===== src/pocf_pkg.sv =====
// Constants for the proximity filter, offset and calibration block
package pocf_pkg;
	localparam logic [7:0] ADDR_FILTER_CFG = 8'hb3;
	localparam logic [7:0] ADDR_OFFSET_MAG = 8'hc0;
	localparam logic [7:0] ADDR_OFFSET_SIGN = 8'hc1;
	localparam logic [7:0] ADDR_CAL_CONTROL = 8'hd7;
	localparam int FILT_DEPTH_LSB = 0;
	localparam int SIGN_BIT = 0;
	localparam int CAL_START_BIT = 0;
	localparam int CAL_SPACING_BIT = 4;
	localparam int CAL_ELEC_BIT = 5;
	localparam int CAL_AVG_BIT = 7;
	localparam logic [1:0] FILTER_RST = 2'h0;
	localparam logic [7:0] OFFSET_MAG_RST = 8'h00;
	localparam logic OFFSET_SIGN_RST = 1'b0;
	localparam int SAR_BITS = 9;
	localparam logic [8:0] SAR_MID = 9'h100;
	localparam logic [7:0] MAG_MAX = 8'hff;
	localparam int HIST_DEPTH = 8;
	typedef enum logic [1:0] {CAL_IDLE, CAL_TRIAL, CAL_WAIT} pocf_cal_e;
endpackage : pocf_pkg


===== src/pocf_top.sv =====
// Proximity moving-average filter, crosstalk offset and offset calibration sequencer
`timescale 1ns/1ps
`default_nettype none

module pocf_top import pocf_pkg::*; #(
	parameter int DW = 10
) (
	input wire logic clk,
	input wire logic rst,
	input wire logic [7:0] reg_addr,
	input wire logic [7:0] reg_wdata,
	input wire logic reg_wr,
	input wire logic reg_rd,
	output logic [7:0] reg_rdata,
	input wire logic [2:0] hw_sample_avg_count,
	input wire logic [2:0] search_goal_sel,
	input wire logic adc_sample_valid,
	input wire logic [DW-1:0] adc_sample,
	input wire logic cal_done_clr,
	output logic [DW-1:0] prox_result,
	output logic prox_result_valid,
	output logic [7:0] afe_offset_magnitude,
	output logic afe_offset_sign,
	output logic pd_connect,
	output logic sample_spacing_en,
	output logic cal_busy,
	output logic cal_done_flag
);
	localparam int AW = DW + 7;

	function automatic logic [DW-1:0] goal_value(input logic [2:0] sel);
		logic [DW:0] one;
		one = {{DW{1'b0}}, 1'b1};
		goal_value = DW'((one << (32'(sel) + 2)) - one);
	endfunction : goal_value

	function automatic logic [8:0] sar_to_sm(input logic [8:0] code);
		logic [9:0] v;
		logic [9:0] neg;
		v = {1'b0, code} - {1'b0, SAR_MID};
		neg = 10'h000 - v;
		if (v[9]) begin
			sar_to_sm = {1'b1, (neg[8] ? MAG_MAX : neg[7:0])};
		end else begin
			sar_to_sm = {1'b0, v[7:0]};
		end
	endfunction : sar_to_sm

	// Register file
	logic [1:0] depth_sel_q, depth_sel_d;
	logic [7:0] offset_magnitude_q, offset_magnitude_d;
	logic offset_sign_q, offset_sign_d;
	logic cal_hw_avg_en_q, cal_hw_avg_en_d;
	logic cal_elec_q, cal_elec_d;
	logic cal_sample_spacing_en_q, cal_sample_spacing_en_d;
	logic cal_go_q, cal_go_d;
	logic [7:0] rdata_q, rdata_d;
	logic done_q, done_d;

	// Calibration sequencer
	pocf_cal_e state_q, state_d;
	logic [8:0] code_q, code_d;
	logic [3:0] bit_q, bit_d;
	logic finish;
	logic busy_q, busy_d;

	// Hardware averaging and filter
	logic [AW-1:0] acc_q, acc_d;
	logic [7:0] cnt_q, cnt_d;
	logic [DW-1:0] hw_q, hw_d;
	logic hw_vld_q, hw_vld_d;
	logic [DW-1:0] hist_q [HIST_DEPTH], hist_d [HIST_DEPTH];
	logic [DW-1:0] res_q, res_d;
	logic res_vld_q, res_vld_d;
	logic [7:0] mag_out_q, mag_out_d;
	logic sign_out_q, sign_out_d;
	logic pd_q, pd_d;
	logic spc_q, spc_d;

	logic cal_active;
	assign cal_active = (state_q != CAL_IDLE);

	always_comb begin
		state_d = state_q;
		code_d = code_q;
		bit_d = bit_q;
		finish = 1'b0;
		case (state_q)
			CAL_IDLE: begin
				if (cal_go_q) begin
					state_d = CAL_TRIAL;
					code_d = 9'h000;
					bit_d = 4'(SAR_BITS - 1);
				end
			end
			CAL_TRIAL: begin
				code_d = code_q | (9'h001 << bit_q);
				state_d = CAL_WAIT;
			end
			CAL_WAIT: begin
				if (hw_vld_q) begin
					// A larger code means more positive offset, which lowers the result
					if (hw_q <= goal_value(search_goal_sel)) begin
						code_d = code_q & ~(9'h001 << bit_q);
					end
					if (bit_q == 4'h0) begin
						state_d = CAL_IDLE;
						finish = 1'b1;
					end else begin
						bit_d = bit_q - 4'h1;
						state_d = CAL_TRIAL;
					end
				end
			end
			default: begin
				state_d = CAL_IDLE;
			end
		endcase
		busy_d = (state_d != CAL_IDLE);
	end

	always_comb begin
		logic [8:0] found;
		found = sar_to_sm(code_d);
		depth_sel_d = depth_sel_q;
		offset_magnitude_d = offset_magnitude_q;
		offset_sign_d = offset_sign_q;
		cal_hw_avg_en_d = cal_hw_avg_en_q;
		cal_elec_d = cal_elec_q;
		cal_sample_spacing_en_d = cal_sample_spacing_en_q;
		cal_go_d = cal_go_q;
		rdata_d = rdata_q;
		done_d = done_q;
		if (reg_wr) begin
			case (reg_addr)
				ADDR_FILTER_CFG: depth_sel_d = reg_wdata[FILT_DEPTH_LSB +: 2];
				ADDR_OFFSET_MAG: offset_magnitude_d = reg_wdata;
				ADDR_OFFSET_SIGN: offset_sign_d = reg_wdata[SIGN_BIT];
				ADDR_CAL_CONTROL: begin
					cal_hw_avg_en_d = reg_wdata[CAL_AVG_BIT];
					cal_elec_d = reg_wdata[CAL_ELEC_BIT];
					cal_sample_spacing_en_d = reg_wdata[CAL_SPACING_BIT];
					// A running sequence keeps its start bit until it finishes
					cal_go_d = reg_wdata[CAL_START_BIT] | cal_active;
				end
				default: begin
				end
			endcase
		end
		if (cal_done_clr) begin
			done_d = 1'b0;
		end
		if (finish) begin
			offset_magnitude_d = found[7:0];
			offset_sign_d = found[8];
			cal_go_d = 1'b0;
			done_d = 1'b1;
		end
		if (reg_rd) begin
			case (reg_addr)
				ADDR_FILTER_CFG: rdata_d = {6'h00, depth_sel_q};
				ADDR_OFFSET_MAG: rdata_d = offset_magnitude_q;
				ADDR_OFFSET_SIGN: rdata_d = {7'h00, offset_sign_q};
				ADDR_CAL_CONTROL: rdata_d = {cal_hw_avg_en_q, 1'b0, cal_elec_q, cal_sample_spacing_en_q,
					3'h0, cal_go_q};
				default: rdata_d = 8'h00;
			endcase
		end
	end

	always_comb begin
		logic [2:0] lg;
		logic [AW-1:0] sum;
		logic [AW-1:0] hsum;
		logic [7:0] last;
		logic [2:0] flog;
		logic [8:0] trial;
		lg = cal_active ? (cal_hw_avg_en_q ? hw_sample_avg_count : 3'h0) : hw_sample_avg_count;
		last = 8'((9'h001 << lg) - 9'h001);
		sum = acc_q + AW'(adc_sample);
		flog = {1'b0, depth_sel_q};
		hsum = AW'(hw_q);
		trial = sar_to_sm(code_d);
		acc_d = acc_q;
		cnt_d = cnt_q;
		hw_d = hw_q;
		hw_vld_d = 1'b0;
		if (adc_sample_valid) begin
			if (cnt_q >= last) begin
				hw_d = DW'(sum >> lg);
				hw_vld_d = 1'b1;
				acc_d = '0;
				cnt_d = 8'h00;
			end else begin
				acc_d = sum;
				cnt_d = cnt_q + 8'h01;
			end
		end
		// Samples taken under the previous trial offset are dropped
		if (state_q == CAL_TRIAL) begin
			acc_d = '0;
			cnt_d = 8'h00;
			hw_vld_d = 1'b0;
		end
		for (int i = 0; i < HIST_DEPTH; i++) begin
			hist_d[i] = hist_q[i];
		end
		res_d = res_q;
		res_vld_d = 1'b0;
		if (hw_vld_q && !cal_active) begin
			for (int i = HIST_DEPTH - 1; i > 0; i--) begin
				hist_d[i] = hist_q[i - 1];
			end
			hist_d[0] = hw_q;
			for (int i = 1; i < HIST_DEPTH; i++) begin
				if (i < (1 << flog)) begin
					hsum = hsum + AW'(hist_q[i - 1]);
				end
			end
			res_d = (depth_sel_q == 2'h0) ? hw_q : DW'(hsum >> flog);
			res_vld_d = 1'b1;
		end
		// Trial offset reaches the front end as the sequencer enters its wait
		mag_out_d = busy_d ? trial[7:0] : offset_magnitude_d;
		sign_out_d = busy_d ? trial[8] : offset_sign_d;
		pd_d = !(cal_active && cal_elec_q);
		spc_d = cal_active ? cal_sample_spacing_en_q : 1'b1;
	end

	always_ff @(posedge clk or posedge rst) begin
		if (rst) begin
			depth_sel_q <= FILTER_RST;
			offset_magnitude_q <= OFFSET_MAG_RST;
			offset_sign_q <= OFFSET_SIGN_RST;
			cal_hw_avg_en_q <= 1'b0;
			cal_elec_q <= 1'b0;
			cal_sample_spacing_en_q <= 1'b0;
			cal_go_q <= 1'b0;
			rdata_q <= 8'h00;
			done_q <= 1'b0;
			state_q <= CAL_IDLE;
			code_q <= 9'h000;
			bit_q <= 4'h0;
			acc_q <= '0;
			cnt_q <= 8'h00;
			hw_q <= '0;
			hw_vld_q <= 1'b0;
			for (int i = 0; i < HIST_DEPTH; i++) begin
				hist_q[i] <= '0;
			end
			res_q <= '0;
			res_vld_q <= 1'b0;
			mag_out_q <= OFFSET_MAG_RST;
			sign_out_q <= OFFSET_SIGN_RST;
			pd_q <= 1'b1;
			spc_q <= 1'b1;
		end else begin
			depth_sel_q <= depth_sel_d;
			offset_magnitude_q <= offset_magnitude_d;
			offset_sign_q <= offset_sign_d;
			cal_hw_avg_en_q <= cal_hw_avg_en_d;
			cal_elec_q <= cal_elec_d;
			cal_sample_spacing_en_q <= cal_sample_spacing_en_d;
			cal_go_q <= cal_go_d;
			rdata_q <= rdata_d;
			done_q <= done_d;
			state_q <= state_d;
			code_q <= code_d;
			bit_q <= bit_d;
			acc_q <= acc_d;
			cnt_q <= cnt_d;
			hw_q <= hw_d;
			hw_vld_q <= hw_vld_d;
			for (int i = 0; i < HIST_DEPTH; i++) begin
				hist_q[i] <= hist_d[i];
			end
			res_q <= res_d;
			res_vld_q <= res_vld_d;
			mag_out_q <= mag_out_d;
			sign_out_q <= sign_out_d;
			pd_q <= pd_d;
			spc_q <= spc_d;
		end
	end

	always_ff @(posedge clk or posedge rst) begin
		if (rst) begin
			busy_q <= 1'b0;
		end else begin
			busy_q <= busy_d;
		end
	end

	assign reg_rdata = rdata_q;
	assign prox_result = res_q;
	assign prox_result_valid = res_vld_q;
	assign afe_offset_magnitude = mag_out_q;
	assign afe_offset_sign = sign_out_q;
	assign pd_connect = pd_q;
	assign sample_spacing_en = spc_q;
	assign cal_busy = busy_q;
	assign cal_done_flag = done_q;
endmodule : pocf_top

`default_nettype wire


===== config.mk =====
export PLATFORM = sky130hd
export DESIGN_NAME = pocf_top
export DESIGN_NICKNAME = d
export VERILOG_FILES = /design/src/pocf_pkg.sv /design/src/pocf_top.sv
export SDC_FILE = /design/constraint.sdc
export NUM_CORES = 1
export LEC_CHECK = 0
export ABC_AREA = 1
export BUFFER_PORTS_ARGS = -buffer_cell sky130_fd_sc_hd__buf_2
export CORE_MARGIN = 3
export CORE_UTILIZATION = 30
export DETAILED_ROUTE_END_ITERATION = 10
export PLACE_DENSITY = 0.42
export SLEW_MARGIN = 20
export SYNTH_ARGS = -nofsm -noshare
export SYNTH_HDL_FRONTEND = slang
export SYNTH_SLANG_ARGS = --single-unit
export TNS_END_PERCENT = 5

===== constraint.sdc =====
create_clock -name clk -period 10.2 [get_ports clk]
set_input_delay 1.53 -clock clk [delete_from_list [all_inputs] [get_ports clk]]
set_output_delay 1.53 -clock clk [all_outputs]
set_load 0.02 [all_outputs]

==> flow_summary.json, run 1 <==
{
  "p_leak_nw": 7.694,
  "drt_iter0_markers": 627,
  "viasPerCell": 4.723,
  "ant_nets": 0,
  "hold_end": "prox_result[2]$_DFFE_PP0P_",
  "synthArstFlopShare_pct": 100.0,
  "slowest_stage": "dfrtp_1",
  "cts-root-buf": "clkbuf_16",
  "synth_warnings": 0,
  "synth_top_area_share_pct": 31.66,
  "hold_start": "prox_result[2]$_DFFE_PP0P_",
  "gp_congestion": 0.8478,
  "worst_pin_slew_ns": 0.9223,
  "cts-resized-gates": 0,
  "fmax_mhz": 113.7,
  "routed_wl_um": 39580,
  "firstDrtPassIters": 5,
  "rsz0062_at_grt": "false",
  "irDropWorstVdd_uv": 131.1,
  "finalHoldViolCount": 0,
  "htreeDepth": 4,
  "antenna_cells": 0,
  "r2r.worst_path.cells": 57,
  "hpwl_um": 30320,
  "p_per_area_mw_per_mm2": 260.0,
  "r2r-start": "hw_q[0]$_DFFE_PP0P_",
  "ys_seq_area_share_pct": 32.06,
  "areaGrowthSynthToFinish_pct": 11.96,
  "max_cap_violations": 0,
  "regToRegSetupSlack_ns": 1.41,
  "yosys.area.top_type": "dfrtp_1",
  "wire_per_inst_um": 15.64,
  "clock-sinks": 168,
  "syn_area_mm2": 0.01312,
  "num_vias": 11954,
  "grt_usage_pct": 17.91,
  "finalClockSkew_ns": 0.02046,
  "yosysMostFrequentCell": "nand2_1",
  "yosys-top-cells-area": "dfrtp_1 32%, nand2_1 16%, ha_1 11%",
  "grt.overflow.total": 0,
  "hold_buffers": 0,
  "syn_nets": 2051,
  "clockBufferDepth": 2,
  "required_ns": 10.58,
  "grt_pass1_vias": 12221,
  "clkLatencyLatePin_ns": 0.50,
  "synthCells": 1892,
  "maxSlewHeadroom_pct": 38.51,
  "cts_tree": "yes",
  "startpoint_type": "register",
  "rr_endpoint": "prox_result[8]$_DFFE_PP0P_",
  "endpoint_kind": "register",
  "drc_errors": 0,
  "max_stage_delay_ns": 0.41,
  "status": "completed",
  "grt_max_degree": 106,
  "drive_above_1_share_pct": 8.956,
  "crit_path_frequent_cell": "nand2_1",
  "crit_fanout": 6,
  "period_share_pct": 86.19,
  "grt_pass1_wl_um": 65960,
  "pin_count": 70,
  "worstSetupPathType": "register to register",
  "arrival_ns": 9.17,
  "tns_ns": 0,
  "whs_path_depth": 2,
  "die_h_um": 215.1,
  "die_width_um": 215.1,
  "worst_hold_path_type": "register to register",
  "period_needed_ns": 8.792,
  "synth_edf_count": 0,
  "antenna_found_initial": 3,
  "crit_start": "hw_q[0]$_DFFE_PP0P_",
  "die-area_mm2": 0.04627,
  "synth.distinct_cells": 51,
  "final-setup-viol-count": 0,
  "clkSlewWorstSetupHoldPaths_ns": 0.08,
  "synth_flop_cell": "dfrtp_1",
  "io_buffers": 69,
  "cts_buffers": 17,
  "ys_seq_elements": 168,
  "synth.top_cells.by_count": "566 x nand2_1, 244 x inv_1, 166 x dfrtp_1, 147 x nor2_1, 142 x o21ai_0",
  "initial_core_util_pct": 30.79,
  "report.final.slew_viol_count": 0,
  "post_cts_buffers": 0,
  "syn_area_per_cell_um2": 6.934,
  "core_area_mm2": 0.04260,
  "finish.utilization_pct": 34.48,
  "rows": 75,
  "fin_nets": 2100
}
## registers in the layout, summed over array words and instances, names as in the netlist, 2 cells and up
| register | flops |
|---|---|
| reg_rdata | 8 |
| prox_result | 10 |
| hw_q | 10 |
| offset_magnitude_q | 8 |
| state_q | 2 |
| hist_q | 70 |
| code_q | 9 |
| bit_q | 4 |
| afe_offset_magnitude | 8 |
| acc_q | 17 |
| cnt_q | 8 |
| depth_sel_q | 2 |
## worst max-delay path, delay by kind of cell (launching register included)
kind            cells  cell delay (ns)
buf+inv            10             0.76
fa+ha+maj           8             2.47
xor+xnor            2             0.37
flops               1             0.41
simple gates       22             2.14
compound gates     15             2.50
## power breakdown
group | leakage [nW] | total [mW] | internal (mW) | switching [mW]
clock | 0.297 | 0.697 | 0.374 | 0.323
sequential | 2.17 | 0.902 | 0.789 | 0.114
combinational | 5.22 | 2.22 | 0.771 | 1.45
## metrics by stage
stage               std cells  cell area (um^2)  worst slack (ns)  total power, mW  hold slack [ns]
floorplan                1892             13120             2.692            2.571           0.3973
global placement         2499             14080             1.430            3.151           0.4675
detailed placement       2499             14080             1.463            3.146           0.4706
CTS                      2531             14690             1.431            3.881           0.4934
global route             2531             14690            0.5205            4.254           0.5204
finish                   2531             14690             1.408            3.819           0.4887
## cell usage in the layout, fill, tap and decap left out, drive strengths merged, types with 4 or more instances in the layout
cell type | synthesis | final
nor2 | 156 | 156
o21a | 5 | 5
o22ai | 20 | 20
o211ai | 14 | 14
o21ai | 151 | 151
nor3 | 17 | 17
a31oi | 20 | 20
nand3b | 5 | 5
or2 | 17 | 17
xor2 | 32 | 32
nand3 | 98 | 98
o2111ai | 5 | 5
clkinv | 4 | 9
o31ai | 6 | 6
o21bai | 11 | 11
nor4 | 4 | 4
inv | 245 | 251
buf | 8 | 78
nand2 | 585 | 585
fa | 8 | 8
xnor2 | 13 | 13
clkbuf | 40 | 18
nand4 | 10 | 10
a21oi | 118 | 118
dfrtp | 166 | 166
ha | 113 | 113
a21o | 8 | 8
## layout make-up
type | count | area [um^2]
Fill cell | 4690 | 27920
Multi-Input combinational cell | 1427 | 7800
Sequential cell | 168 | 4207
Inverter | 249 | 943.4
Tap cell | 577 | 721.9
Clock buffer | 18 | 439.2
Timing Repair Buffer | 78 | 412.9
Clock inverter | 14 | 163.9
## per-layer routing
layer / global-route usage, % / wire length, um / vias up / part of all wire (%)
met5: 0 / 41 / - / 0.10
met4: 6.455 / 844 / 6 / 2.1
met3: 3.390 / 1083 / 49 / 2.7
met2: 29.54 / 18260 / 131 / 46
met1: 23.47 / 19360 / 5514 / 49
li1: - / - / 6254 / -
## logic make-up after synthesis
| group | count (synthesis) | synth area share, % |
|---|---|---|
| and+or+nand+nor | 896 | 28.76 |
| DFF | 168 | 32.06 |
| adders and majority gates | 121 | 12.00 |
| xor gates and xnor gates | 45 | 3.062 |
| AOI/OAI and AO/OA | 364 | 15.53 |
| buffers and inverters | 297 | 8.555 |
| other | 1 | 0.02858 |
## worst max path at each step
stage | to | slack, ns | cells after the start
detailed placement | prox_result[8]$_DFFE_PP0P_ | 1.46 | 57
finish | prox_result[8]$_DFFE_PP0P_ | 1.41 | 57
global placement | prox_result[8]$_DFFE_PP0P_ | 1.43 | 57
floorplan | prox_result[8]$_DFFE_PP0P_ | 2.69 | 57
global route | prox_result[8]$_DFFE_PP0P_ | 0.52 | 50
CTS | prox_result[8]$_DFFE_PP0P_ | 1.43 | 57
No activity file was read; power rests on OpenSTA's default activity.
==> inputs of run 2 (changes only) <==
- ABC_AREA: 1 -> unset
- CORE_UTILIZATION: 30 -> 50
- PLACE_DENSITY: 0.42 -> 0.64
==> flow_summary.json, run 2 <==
{
  "finalClockSkew_ns": 0.01942,
  "whs_path_depth": 1,
  "cts-resized-gates": 0,
  "irDropWorstVdd_uv": 127.6,
  "cts_buffers": 17,
  "initial_core_util_pct": 51.72,
  "hold_buffers": 0,
  "synth_top_area_share_pct": 32.45,
  "cts_tree": "yes",
  "worst_hold_path_type": "register to register",
  "status": "completed",
  "regMostFlops": "hist_q",
  "worstSetupPathType": "register to register",
  "drc_errors": 0,
  "final-setup-viol-count": 0,
  "synth_flop_cell": "dfrtp_1",
  "num_vias": 10958,
  "required_ns": 10.53,
  "hold_start": "cal_elec_q$_DFFE_PP0P_",
  "finalHoldViolCount": 0,
  "pin_count": 70,
  "drive_above_1_share_pct": 9.843,
  "maxSlewHeadroom_pct": 37.78,
  "max_cap_violations": 0,
  "syn_nets": 1702,
  "firstDrtPassIters": 6,
  "gp_congestion": 0.8686,
  "clockBufferDepth": 2,
  "synthAdderAreaFrac_pct": 12.30,
  "max_stage_delay_ns": 0.69,
  "final_common_cell": "nand2_1",
  "top_regs": "hist_q x70, acc_q x17",
  "slowest_stage": "a2111oi_0",
  "antenna_found_initial": 0,
  "clkLatencyLatePin_ns": 0.45,
  "worst_pin_slew_ns": 0.9333,
  "drt_iter0_markers": 756,
  "areaGrowthSynthToFinish_pct": 9.824,
  "arrival_ns": 9.61,
  "r2r-start": "hw_q[1]$_DFFE_PP0P_",
  "grt_max_degree": 102,
  "period_share_pct": 90.96,
  "rr_endpoint": "prox_result[7]$_DFFE_PP0P_",
  "synth_top_family_by_area": "compound AO/OA/AOI/OAI gates",
  "tns_ns": 0,
  "report.final.slew_viol_count": 0,
  "synth.top_cells.by_count": "311 x nand2_1, 166 x dfrtp_1, 113 x ha_1, 107 x o21ai_0, 97 x nor2_1",
  "endpoint_kind": "register",
  "period_needed_ns": 9.278,
  "layout_common_cells": "310 x nand2_1, 166 x dfrtp_1, 113 x ha_1, 107 x o21ai_0, 97 x nor2_1",
  "yosysMostFrequentCell": "nand2_1",
  "grt.overflow.total": 0,
  "synth_compound_area_share_pct": 20.69,
  "clock-sinks": 168,
  "hold_end": "pd_connect$_DFF_PP1_",
  "r2r.worst_path.cells": 37,
  "ant_nets": 0,
  "die_width_um": 166,
  "wire_per_inst_um": 16.59,
  "p_per_area_mw_per_mm2": 264.6,
  "rsz0062_at_grt": "false",
  "viasPerCell": 5.710,
  "syn_area_per_cell_um2": 8.295,
  "routed_wl_um": 31840,
  "synth.mux.area_fraction_pct": 4.878,
  "synth_edf_count": 0,
  "cts-root-buf": "clkbuf_16",
  "rows": 57,
  "grt_pass1_vias": 10868,
  "core_area_mm2": 0.02475,
  "startpoint_type": "register",
  "grt_usage_pct": 23.29,
  "die_h_um": 166,
  "yosys-top-cells-area": "dfrtp_1 32%, ha_1 11%, nand2_1 9.1%",
  "io_buffers": 69,
  "grt_pass1_wl_um": 53810,
  "antenna_cells": 0,
  "crit_fanout": 6,
  "synthArstFlopShare_pct": 100.0,
  "clkSlewWorstSetupHoldPaths_ns": 0.08,
  "synth.distinct_cells": 82,
  "largest_reg_flops": 70,
  "regToRegSetupSlack_ns": 0.92,
  "syn_area_mm2": 0.01280,
  "fmax_mhz": 107.8,
  "synth_warnings": 0,
  "p_leak_nw": 7.005,
  "post_cts_buffers": 0,
  "yosys.area.top_type": "dfrtp_1",
  "fin_nets": 1741,
  "die-area_mm2": 0.02756,
  "yosys.area_share.simple_pct": 19.81,
  "finalInstanceArea_mm2": 0.01406,
  "htreeDepth": 4,
  "ys_seq_area_share_pct": 32.86,
  "placed_area_mm2": 0.01341,
  "hpwl_um": 23130,
  "synth_xor_area_share_pct": 5.044,
  "synthCells": 1543,
  "ys_seq_elements": 168
}
==> run 2: changes by cell type in the layout (fill, tap and decap cells not counted), moves of 22 or more <==
cell	change
inv_1	-155
mux2i_1	+32
a21o_1	+32
nand2_1	-256
nor2_1	-48
nor2b_1	+25
a21oi_1	-22
nand3_1	-61
o21ai_0	-35
xnor2_1	+38
==> run 2: cells by family (layout without fill, tap and decap cells) <==
| group | Yosys count | count (layout) |
|---|---|---|
| adder cells (fa/ha/maj) | 121 | 121 |
| AO/OA/AOI/OAI | 407 | 407 |
| buffers and inverters | 149 | 201 |
| flip-flops | 168 | 168 |
| AND/OR/NAND/NOR | 572 | 572 |
| other | 1 | 1 |
| XOR/XNOR | 72 | 72 |
| multiplexers | 53 | 53 |
==> run 2: through the flow <==
stage          instances  hold WS, ns  total power, mW  worst slack, ns  util (%)
4_1_cts             1919       0.4595            3.733           0.9006     56.79
2_1_floorplan       1543       0.4158            2.540            1.824         -
6_report            1919       0.4564            3.720           0.9219     56.80
3_3_place_gp        1887       0.4462            2.981            1.173     54.19
3_5_place_dp        1887       0.4474            3.016           0.9792     54.19
5_1_grt             1919       0.4929            4.039           0.1218     56.80
==> run 2: power by group <==
part           switching, mW  total, mW  internal, mW
Combinational           1.19       2.01         0.823
Clock                  0.351      0.693         0.342
Sequential             0.176       1.02         0.842
Total                   1.71       3.72          2.01
==> run 2: critical path: cells and delay by family (launching register included) <==
kind            cells  cell delay, ns
buf+inv             1            0.12
simple gates        8            0.94
xor+xnor            5            0.69
compound gates     14            3.56
flops               1            0.45
mux                 2            0.67
fa+ha+maj           7            2.75
==> run 2: how the worst max path moves through the flow <==
| stage | cells past startpoint | to | slack (ns) | start |
|---|---|---|---|---|
| 2_1_floorplan | 40 | prox_result[7]$_DFFE_PP0P_ | 1.82 | depth_sel_q[1]$_DFFE_PP0P_ |
| 3_3_place_gp | 40 | prox_result[7]$_DFFE_PP0P_ | 1.17 | hw_q[1]$_DFFE_PP0P_ |
| 3_5_place_dp | 40 | prox_result[7]$_DFFE_PP0P_ | 0.98 | hw_q[1]$_DFFE_PP0P_ |
| 4_1_cts | 37 | prox_result[7]$_DFFE_PP0P_ | 0.90 | hw_q[1]$_DFFE_PP0P_ |
| 5_1_grt | 40 | prox_result[7]$_DFFE_PP0P_ | 0.12 | hw_q[1]$_DFFE_PP0P_ |
| 6_report | 37 | prox_result[7]$_DFFE_PP0P_ | 0.92 | hw_q[1]$_DFFE_PP0P_ |
==> run 2: routing by layer <==
layer  vias to the layer above  wire length [um]  part of all wire [%]  track usage (%)
met3                        27              1226                   3.9            2.571
met4                         0               440                   1.4            5.823
met1                      5236             14800                    46            31.88
met5                         -                 0                     0                0
li1                       5495                 -                     -                -
met2                       200             15370                    48            39.74
==> run 2: final cells by class <==
type                            instances  area [um^2]
Inverter                               91        346.6
Timing Repair Buffer                   78        412.9
Clock buffer                           17        425.4
Clock inverter                         15        216.5
Multi-Input combinational cell       1226         8044
Tap cell                              324        405.4
Sequential cell                       168         4207
Fill cell                            2285        10690
